===== src/rtl/runtime_misc_pkg.sv =====
package runtime_misc_pkg;

    // Bus geometry
    localparam int          ADDR_W           = 8;
    localparam int          DATA_W           = 32;

    // Register word indices; byte address is four times the index
    localparam logic [5:0]  IDX_GROUP_EN5    = 6'h1a;
    localparam logic [5:0]  IDX_RSVD_A       = 6'h1b;
    localparam logic [5:0]  IDX_EDGE_STS     = 6'h1c;
    localparam logic [5:0]  IDX_RSVD_B       = 6'h1d;
    localparam logic [5:0]  IDX_FORCED_CHG   = 6'h1e;
    localparam logic [5:0]  IDX_RATE_MIRROR  = 6'h1f;
    localparam logic [5:0]  IDX_SER1_MIRROR  = 6'h20;
    localparam logic [5:0]  IDX_SER2_MIRROR  = 6'h21;
    localparam logic [5:0]  IDX_ROUTE_CTRL   = 6'h22;

    // Reset values
    localparam logic [7:0]  GROUP_EN5_RST    = 8'h00;
    localparam logic [7:0]  EDGE_STS_RST     = 8'h00;
    localparam logic [7:0]  FORCED_CHG_RST   = 8'h03;
    localparam logic [7:0]  ROUTE_CTRL_RST   = 8'h00;
    localparam logic [7:0]  MIRROR_RST       = 8'h00;

    // Implemented bits; everything else reads as zero
    localparam logic [7:0]  GROUP_EN5_MASK   = 8'hcf;
    localparam logic [7:0]  EDGE_STS_MASK    = 8'h3f;
    localparam logic [7:0]  FORCED_CHG_MASK  = 8'h03;
    localparam logic [7:0]  RATE_MIRROR_MASK = 8'hdf;
    localparam logic [7:0]  SER_MIRROR_MASK  = 8'hcf;
    localparam logic [7:0]  ROUTE_CTRL_MASK  = 8'h80;

    // Field positions
    localparam int          ROUTE_EN_BIT     = 7;
    localparam int          FORCE0_BIT       = 0;
    localparam int          FORCE1_BIT       = 1;

    // Bus responses
    localparam logic [1:0]  RESP_OKAY        = 2'b00;
    localparam logic [1:0]  RESP_SLVERR      = 2'b10;

endpackage


===== src/rtl/runtime_misc_register_bank.sv =====
// Local design decision: the AXI4-Lite interface to the registers.
`timescale 1ns/1ps
// Functional notes
// RULE1 - Set enable bits pass pins 5.4-5.7 and fan inputs 1, 2 to group event
// RULE2 - Enable bits 4 and 5 are reserved with no source attached
// RULE3 - Offsets 1B and 1D read all zero and hold nothing
// RULE4 - Edge status bits 0-5 set on any edge of pins 2.1,2.2,4.1,4.3,6.0,6.1
// RULE5 - Writing one clears an edge status bit; writing zero leaves it
// RULE6 - Edge status bits 7 and 6 always read zero
// RULE7 - Group enable and edge status reset to 00 on standby power-on reset
// RULE8 - Forced change register resets to 03 on all three resets
// RULE9 - Software may set forced change bits; writing zero never clears them
// RULE10 - A step pulse with a drive selected clears that drive's forced bit
// RULE11 - Media change flag ORs selected forced bits with external change input
// RULE12 - Read-only mirror of floppy rate register, bit 5 reserved
// RULE13 - Read-only mirror of first serial FIFO control register
// RULE14 - Second serial mirror has same layout, bits 5:4 reserved
// RULE15 - Group event reaches the low-active pin only while routing is enabled
// RULE16 - Each mirror takes the mirrored register's value on every write to it
module runtime_misc_register_bank
    import runtime_misc_pkg::*;
(
    input  wire logic              REF_CLK_I,
    input  wire logic              SYS_RST_I,
    input  wire logic              MAIN_POR_I,
    input  wire logic              BUS_RST_I,
    input  wire logic [ADDR_W-1:0] AWADDR_I,
    input  wire logic              AWVALID_I,
    output logic                   AWREADY_O,
    input  wire logic [DATA_W-1:0] WDATA_I,
    input  wire logic [3:0]        WSTRB_I,
    input  wire logic              WVALID_I,
    output logic                   WREADY_O,
    output logic [1:0]             BRESP_O,
    output logic                   BVALID_O,
    input  wire logic              BREADY_I,
    input  wire logic [ADDR_W-1:0] ARADDR_I,
    input  wire logic              ARVALID_I,
    output logic                   ARREADY_O,
    output logic [DATA_W-1:0]      RDATA_O,
    output logic [1:0]             RRESP_O,
    output logic                   RVALID_O,
    input  wire logic              RREADY_I,
    input  wire logic              PIN_5_4_I,
    input  wire logic              PIN_5_5_I,
    input  wire logic              PIN_5_6_I,
    input  wire logic              PIN_5_7_I,
    input  wire logic              FAN_SPEED_IN_1_I,
    input  wire logic              FAN_SPEED_IN_2_I,
    input  wire logic              PIN_2_1_I,
    input  wire logic              PIN_2_2_I,
    input  wire logic              PIN_4_1_I,
    input  wire logic              PIN_4_3_I,
    input  wire logic              PIN_6_0_I,
    input  wire logic              PIN_6_1_I,
    input  wire logic              HEAD_STEP_N_I,
    input  wire logic              DRIVE_SELECT0_N_I,
    input  wire logic              DRIVE_SELECT1_N_I,
    input  wire logic              MEDIA_CHANGE_IN_N_I,
    input  wire logic              RATE_WR_I,
    input  wire logic [7:0]        RATE_DATA_I,
    input  wire logic              SER1_FCR_WR_I,
    input  wire logic [7:0]        SER1_FCR_DATA_I,
    input  wire logic              SER2_FCR_WR_I,
    input  wire logic [7:0]        SER2_FCR_DATA_I,
    output logic                   GROUP_EVENT_OUT_N_O,
    output logic                   GROUP_EVENT_PIN_N_O,
    output logic                   MEDIA_CHANGE_FLAG_O
);

    // Word index of a byte address; misaligned addresses map nowhere
    function automatic logic [6:0] word_index(input logic [ADDR_W-1:0] addr);
        if (addr[1:0] != 2'b00) begin
            return 7'h7f;
        end
        return {1'b0, addr[ADDR_W-1:2]};
    endfunction

    // True where the index lands on a register of this bank
    function automatic logic is_mapped(input logic [6:0] idx);
        return (idx >= {1'b0, IDX_GROUP_EN5}) && (idx <= {1'b0, IDX_ROUTE_CTRL});
    endfunction

    logic [7:0]        group_en5_reg;
    logic [7:0]        edge_sts_reg;
    logic [7:0]        edge_sts_next;
    logic [7:0]        forced_chg_reg;
    logic [7:0]        forced_chg_next;
    logic [7:0]        route_ctrl_reg;
    logic [7:0]        rate_mirror_reg;
    logic [7:0]        ser1_mirror_reg;
    logic [7:0]        ser2_mirror_reg;
    logic [5:0]        edge_pins;
    logic [5:0]        edge_pins_prev_reg;
    logic              primed_reg;
    logic [5:0]        edge_seen;
    logic              step_prev_reg;
    logic              step_pulse;
    logic [7:0]        group_src;
    logic              group_hit;
    logic [ADDR_W-1:0] awaddr_reg;
    logic              aw_held_reg;
    logic [7:0]        wdata_reg;
    logic              wlane_reg;
    logic              w_held_reg;
    logic              wr_fire;
    logic [6:0]        wr_idx;
    logic              wr_byte;
    logic [6:0]        rd_idx;
    logic [7:0]        rd_byte;

    // Event sources, bits 4 and 5 tied off so the enable can never pass them
    assign group_src = {FAN_SPEED_IN_2_I, FAN_SPEED_IN_1_I, 2'b00, // [RULE2]
                        PIN_5_7_I, PIN_5_6_I, PIN_5_5_I, PIN_5_4_I};
    assign group_hit = |(group_src & group_en5_reg & GROUP_EN5_MASK); // [RULE1]

    // Edge pins in status bit order
    assign edge_pins = {PIN_6_1_I, PIN_6_0_I, PIN_4_3_I, PIN_4_1_I, PIN_2_2_I, PIN_2_1_I};
    // No edge before the first sample, so a high pin at reset is not an event
    assign edge_seen = primed_reg ? (edge_pins ^ edge_pins_prev_reg) : 6'h00;

    // Step pulse is the falling edge of the step line
    assign step_pulse = step_prev_reg & ~HEAD_STEP_N_I;

    // Write happens once both address and data are held
    assign wr_fire = aw_held_reg & w_held_reg & ~BVALID_O;
    assign wr_idx  = word_index(awaddr_reg);
    assign wr_byte = wr_fire & wlane_reg;

    // Edge status: hardware set wins over a same-cycle software clear
    always_comb begin
        edge_sts_next = edge_sts_reg;
        if (wr_byte && wr_idx == {1'b0, IDX_EDGE_STS}) begin
            edge_sts_next = edge_sts_reg & ~wdata_reg; // [RULE5]
        end
        edge_sts_next = (edge_sts_next | {2'b00, edge_seen}) & EDGE_STS_MASK; // [RULE4] [RULE6]
    end

    // Forced change: step clears, a software set in the same cycle wins
    always_comb begin
        forced_chg_next = forced_chg_reg;
        if (step_pulse && !DRIVE_SELECT0_N_I) begin
            forced_chg_next[FORCE0_BIT] = 1'b0; // [RULE10]
        end
        if (step_pulse && !DRIVE_SELECT1_N_I) begin
            forced_chg_next[FORCE1_BIT] = 1'b0; // [RULE10]
        end
        if (wr_byte && wr_idx == {1'b0, IDX_FORCED_CHG}) begin
            forced_chg_next = forced_chg_next | (wdata_reg & FORCED_CHG_MASK); // [RULE9]
        end
    end

    // Pin history for edge and step detection
    always_ff @(posedge REF_CLK_I) begin
        if (SYS_RST_I) begin
            edge_pins_prev_reg <= 6'h00;
            primed_reg         <= 1'b0;
            step_prev_reg      <= 1'b1;
        end else begin
            edge_pins_prev_reg <= edge_pins;
            primed_reg         <= 1'b1;
            step_prev_reg      <= HEAD_STEP_N_I;
        end
    end

    // Standby-domain registers
    always_ff @(posedge REF_CLK_I) begin
        if (SYS_RST_I) begin
            group_en5_reg  <= GROUP_EN5_RST; // [RULE7]
            edge_sts_reg   <= EDGE_STS_RST; // [RULE7]
            route_ctrl_reg <= ROUTE_CTRL_RST;
        end else begin
            edge_sts_reg <= edge_sts_next;
            if (wr_byte && wr_idx == {1'b0, IDX_GROUP_EN5}) begin
                group_en5_reg <= wdata_reg & GROUP_EN5_MASK; // [RULE2]
            end
            if (wr_byte && wr_idx == {1'b0, IDX_ROUTE_CTRL}) begin
                route_ctrl_reg <= wdata_reg & ROUTE_CTRL_MASK;
            end
        end
    end

    // Forced change returns to both drives active on any of the three resets
    always_ff @(posedge REF_CLK_I) begin
        if (SYS_RST_I || MAIN_POR_I || BUS_RST_I) begin
            forced_chg_reg <= FORCED_CHG_RST; // [RULE8]
        end else begin
            forced_chg_reg <= forced_chg_next;
        end
    end

    // Mirrors follow writes to the registers they shadow; bus writes ignored
    always_ff @(posedge REF_CLK_I) begin
        if (SYS_RST_I) begin
            rate_mirror_reg <= MIRROR_RST;
            ser1_mirror_reg <= MIRROR_RST;
            ser2_mirror_reg <= MIRROR_RST;
        end else begin
            if (RATE_WR_I) begin
                rate_mirror_reg <= RATE_DATA_I & RATE_MIRROR_MASK; // [RULE12] [RULE16]
            end
            if (SER1_FCR_WR_I) begin
                ser1_mirror_reg <= SER1_FCR_DATA_I & SER_MIRROR_MASK; // [RULE13] [RULE16]
            end
            if (SER2_FCR_WR_I) begin
                ser2_mirror_reg <= SER2_FCR_DATA_I & SER_MIRROR_MASK; // [RULE14] [RULE16]
            end
        end
    end

    // Registered pin outputs, so glitches on the sources never reach the pins
    always_ff @(posedge REF_CLK_I) begin
        if (SYS_RST_I) begin
            GROUP_EVENT_OUT_N_O <= 1'b1;
            GROUP_EVENT_PIN_N_O <= 1'b1;
            MEDIA_CHANGE_FLAG_O <= 1'b0;
        end else begin
            GROUP_EVENT_OUT_N_O <= ~group_hit; // [RULE1]
            GROUP_EVENT_PIN_N_O <= ~(group_hit & route_ctrl_reg[ROUTE_EN_BIT]); // [RULE15]
            MEDIA_CHANGE_FLAG_O <= (~DRIVE_SELECT0_N_I & forced_chg_reg[FORCE0_BIT])
                                 | (~DRIVE_SELECT1_N_I & forced_chg_reg[FORCE1_BIT])
                                 | ~MEDIA_CHANGE_IN_N_I; // [RULE11]
        end
    end

    // Write address and data are taken independently, one write at a time
    always_ff @(posedge REF_CLK_I) begin
        if (SYS_RST_I) begin
            AWREADY_O   <= 1'b1;
            WREADY_O    <= 1'b1;
            aw_held_reg <= 1'b0;
            w_held_reg  <= 1'b0;
            awaddr_reg  <= '0;
            wdata_reg   <= 8'h00;
            wlane_reg   <= 1'b0;
            BVALID_O    <= 1'b0;
            BRESP_O     <= RESP_OKAY;
        end else begin
            if (AWVALID_I && AWREADY_O) begin
                awaddr_reg  <= AWADDR_I;
                aw_held_reg <= 1'b1;
                AWREADY_O   <= 1'b0;
            end
            if (WVALID_I && WREADY_O) begin
                wdata_reg  <= WDATA_I[7:0];
                wlane_reg  <= WSTRB_I[0];
                w_held_reg <= 1'b1;
                WREADY_O   <= 1'b0;
            end
            if (wr_fire) begin
                aw_held_reg <= 1'b0;
                w_held_reg  <= 1'b0;
                BVALID_O    <= 1'b1;
                BRESP_O     <= is_mapped(wr_idx) ? RESP_OKAY : RESP_SLVERR;
            end
            if (BVALID_O && BREADY_I) begin
                BVALID_O  <= 1'b0;
                AWREADY_O <= 1'b1;
                WREADY_O  <= 1'b1;
            end
        end
    end

    // Read multiplexer; reserved slots hold nothing and read zero
    assign rd_idx = word_index(ARADDR_I);
    always_comb begin
        unique case (rd_idx)
            {1'b0, IDX_GROUP_EN5}:   rd_byte = group_en5_reg;
            {1'b0, IDX_EDGE_STS}:    rd_byte = edge_sts_reg & EDGE_STS_MASK; // [RULE6]
            {1'b0, IDX_FORCED_CHG}:  rd_byte = forced_chg_reg & FORCED_CHG_MASK;
            {1'b0, IDX_RATE_MIRROR}: rd_byte = rate_mirror_reg; // [RULE12]
            {1'b0, IDX_SER1_MIRROR}: rd_byte = ser1_mirror_reg; // [RULE13]
            {1'b0, IDX_SER2_MIRROR}: rd_byte = ser2_mirror_reg; // [RULE14]
            {1'b0, IDX_ROUTE_CTRL}:  rd_byte = route_ctrl_reg;
            default:                 rd_byte = 8'h00; // [RULE3]
        endcase
    end

    // Read answer one cycle after the address is taken
    always_ff @(posedge REF_CLK_I) begin
        if (SYS_RST_I) begin
            ARREADY_O <= 1'b1;
            RVALID_O  <= 1'b0;
            RDATA_O   <= '0;
            RRESP_O   <= RESP_OKAY;
        end else begin
            if (ARVALID_I && ARREADY_O) begin
                ARREADY_O <= 1'b0;
                RVALID_O  <= 1'b1;
                RDATA_O   <= {24'h000000, rd_byte};
                RRESP_O   <= is_mapped(rd_idx) ? RESP_OKAY : RESP_SLVERR;
            end else if (RVALID_O && RREADY_I) begin
                RVALID_O  <= 1'b0;
                ARREADY_O <= 1'b1;
            end
        end
    end
endmodule // runtime_misc_register_bank


===== config.mk =====
export PLATFORM = sky130hd
export DESIGN_NAME = runtime_misc_register_bank
export DESIGN_NICKNAME = d
export VERILOG_FILES = /design/src/rtl/runtime_misc_pkg.sv /design/src/rtl/runtime_misc_register_bank.sv
export SDC_FILE = /design/constraint.sdc
export NUM_CORES = 1
export LEC_CHECK = 0
export BUFFER_PORTS_ARGS = -buffer_cell sky130_fd_sc_hd__buf_2
export CORE_ASPECT_RATIO = 0.75
export CORE_MARGIN = 3
export CORE_UTILIZATION = 45
export CTS_CLUSTER_DIAMETER = 200
export DETAILED_ROUTE_END_ITERATION = 12
export PLACE_DENSITY = 0.84
export SYNTH_ARGS = -nofsm -noshare
export SYNTH_HDL_FRONTEND = slang
export SYNTH_SLANG_ARGS = --single-unit
export TNS_END_PERCENT = 10

===== constraint.sdc =====
create_clock -name REF_CLK_I -period 4.67 [get_ports REF_CLK_I]
set_input_delay 0.2335 -clock REF_CLK_I [delete_from_list [all_inputs] [get_ports REF_CLK_I]]
set_output_delay 0.2335 -clock REF_CLK_I [all_outputs]
set_load 0.02 [all_outputs]

==> flow_summary.yaml <==
run_status:
  status: "finished, final reports clean"
layout:
  multiInputGateArea_sq_um: 1690
  fillCellCount: 691
  drive_above_1_share_pct: 24.1
  fin_util_pct: 55.2
  syn_to_final_growth_pct: 17.1
  diodes: 0
  mostFrequentLayoutCells: "buf_2, dfxtp_1, nand2_1"
  seq_area_sq_um: 1580
  num-nets-final: 588
  mostFrequentLayoutCell: "buf_2"
critical_path:
  crit_arrival_ps: 2120
  path_delay_family: "simple AND/OR/NAND/NOR gates"
  timing.rr.start: "BVALID_O"
  critPathMaxStageDelay_ps: 580
  worstPathCellList: "and3b_1 > nand4_1 > or3b_1 > mux2i_1 > nor2_1"
  critPathKind: "register to register"
  cp-start-kind: "register"
  end_kind: "register"
  r2r_end: "group_en5_reg[7]"
  cp_num_buf_inv: 0
  reg2regPathDepth: 5
  r2r_setup_slack_ps: 2760
  required_ps: 4880
  critPathMaxFanout: 7
  cpMaxStageDelayCell: "or3b_1"
clock_tree:
  clk_latency_ps: 350
  clockBufferDepth: 2
  cts.clk_slew.worst_paths_ps: 80
  post-cts-setup-buffer-count: 0
  tritoncts: "done"
  clock-sinks: 79
  cts_resized: 0
  cts_made_buffers: 9
  h-tree-depth: 3
  cts_hold_buffers: 0
  cts-root-buf: "clkbuf_8"
power:
  power_uw: 1420
  swShare_pct: 27.1
  clkPwrFrac_pct: 37.0
  p_comb_share_pct: 11.5
  p_per_area_nw_per_um2: 345
  switchingPower_uw: 384
  leakage_uw: 0.00183
  p_seq_share_pct: 51.5
  peakVddDrop_mv: 0.159
  intPower_uw: 1030
route:
  wl_mm: 8.44
  drtAntennaViolNets: 0
  vias_per_cell: 5.07
  drt-met1-wl_mm: 3.79
  first_iter_violations: 173
  drt-pass1-iter-count: 4
  drt-wirelength-per-cell_microns: 14.3
  top_layer: "met4"
  met3WireLength_microns: 606
  via_count: 2991
  drc_errors: 0
  met2_length_mm: 3.98
logic_synthesis:
  synth-main-ff-cell: "dfxtp_1"
  synth.cell_area_sq_um: 3500
  synth_area_leader_cell: "dfxtp_1"
  ys.warnings.count: 0
  yosysSeqAreaShare_pct: 45.2
  synth_edf_count: 0
  synth_cell_types: 49
  synth_cells: 404
  synth.area.top_cells: "dfxtp_1, mux2i_1, buf_4, nand2_1, a21oi_1"
  yosysTopAreaCellShare_pct: 45.2
  ys_async_sr_fraction_pct: 0
  ys_seq_elements: 79
  syn_avg_cell_area_sq_um: 8.66
sta:
  tns_ps: 0
  fin_skew_ps: 10.5
  hold_viol_final: 0
  tightest_slew_ps: 709
  clock.fmax_mhz: 525
  period_minus_slack_ps: 1910
  setup_viol: 0
  slew_violations: 0
  rsz0062_at_grt: "no"
  relSlewSlack_pct: 52.7
  finalCritPeriodShare_pct: 40.8
min_path:
  min_from: "MEDIA_CHANGE_IN_N_I"
  holdPathStages: 2
  hold_class: "input pin to register"
  min_to: "MEDIA_CHANGE_FLAG_O"
die:
  start_util_pct: 47.1
  rows: 27
  core_area_sq_um: 7430
  die_w_microns: 108
  top_level_ports: 148
  die_h_microns: 82.4
  die-area_sq_um: 8880
placed_design:
  port_buffers: 89
  dp_hpwl_mm: 6.41
  gp_congestion: 0.853
global_route:
  grt_overflow: 0
  grt_antenna_before_repair: 0
  grt_max_degree: 71
  first_global_vias: 2807
  grt_use_total_pct: 19.0
  grt_pass1_wl_mm: 13.1
run:
  max-cap-violations: 0
how the worst max path moves through the flow:
stage | to | slack, ps | cells past startpoint | start
detailed placement | group_en5_reg[7] | 2800 | 5 | awaddr_reg[0]
finish | group_en5_reg[7] | 2760 | 5 | BVALID_O
CTS | group_en5_reg[7] | 2770 | 5 | awaddr_reg[0]
global route | group_en5_reg[7] | 2600 | 5 | awaddr_reg[0]
floorplan | group_en5_reg[0] | 2950 | 7 | BVALID_O
global placement | RDATA_O[1] | 2850 | 7 | SYS_RST_I
cells in the mapped netlist (2+ instances only):
| cell | n |
|---|---|
| a211oi_1 | 4 |
| a21oi_1 | 35 |
| a221o_1 | 2 |
| a22oi_1 | 8 |
| a31oi_1 | 2 |
| and2_1 | 3 |
| and3b_1 | 2 |
| buf_2 | 4 |
| buf_4 | 27 |
| clkbuf_1 | 14 |
| dfxtp_1 | 79 |
| inv_1 | 12 |
| mux2i_1 | 30 |
| nand2_1 | 51 |
| nand2b_1 | 4 |
| nand3_1 | 14 |
| nand4_1 | 3 |
| nor2_1 | 42 |
| nor2b_1 | 6 |
| nor3_1 | 5 |
| nor4b_1 | 2 |
| o21ai_0 | 19 |
| o22ai_1 | 3 |
| or3_1 | 2 |
| or3b_2 | 2 |
| xor2_1 | 6 |
power groups by stage:
stage                     registers [uW]  logic, uW  clock network, uW
after floorplan                      742        120                  0
after global placement               743        157                  0
after detailed placement             745        161                  0
after CTS                            729        162                534
after global routing                 734        181                561
final                                729        163                524
stage by stage:
stage / setup WS [ps] / cell area (sq um) / hold slack [ps] / cells
after global routing: 2600 / 4100 / 51.7 / 590
after detailed placement: 2800 / 3890 / 429 / 574
final: 2760 / 4100 / 57.5 / 590
after floorplan: 2950 / 3590 / 334 / 429
after CTS: 2770 / 4100 / 42.9 / 590
after global placement: 2850 / 3890 / 425 / 574
cell families (layout without fill, tap and decap cells):
kind of cell | Yosys count | count (layout) | share of synthesized area [%]
compound gates | 83 | 83 | 14.9
xor+xnor | 6 | 6 | 1.50
buf+inv | 58 | 118 | 9.30
flops | 79 | 79 | 45.2
mux | 30 | 30 | 8.58
other cells | 1 | 26 | 0.107
simple gates | 147 | 147 | 20.4
final cells by class:
cell class,count,area share [%]
Multi-Input combinational cell,292,41.1
Clock buffer,10,3.36
Tap cell,101,3.08
Inverter,12,1.10
Clock inverter,6,1.68
Timing Repair Buffer,90,11.1
Sequential cell,79,38.6
per-layer routing:
layer  vias to the layer above  track usage, %
met5                         -               0
met4                         0            4.54
met3                         7            6.14
met2                        95            32.1
met1                      1397            23.9
li1                       1492               -
Note: power is estimated with default switching activity, not from simulation.
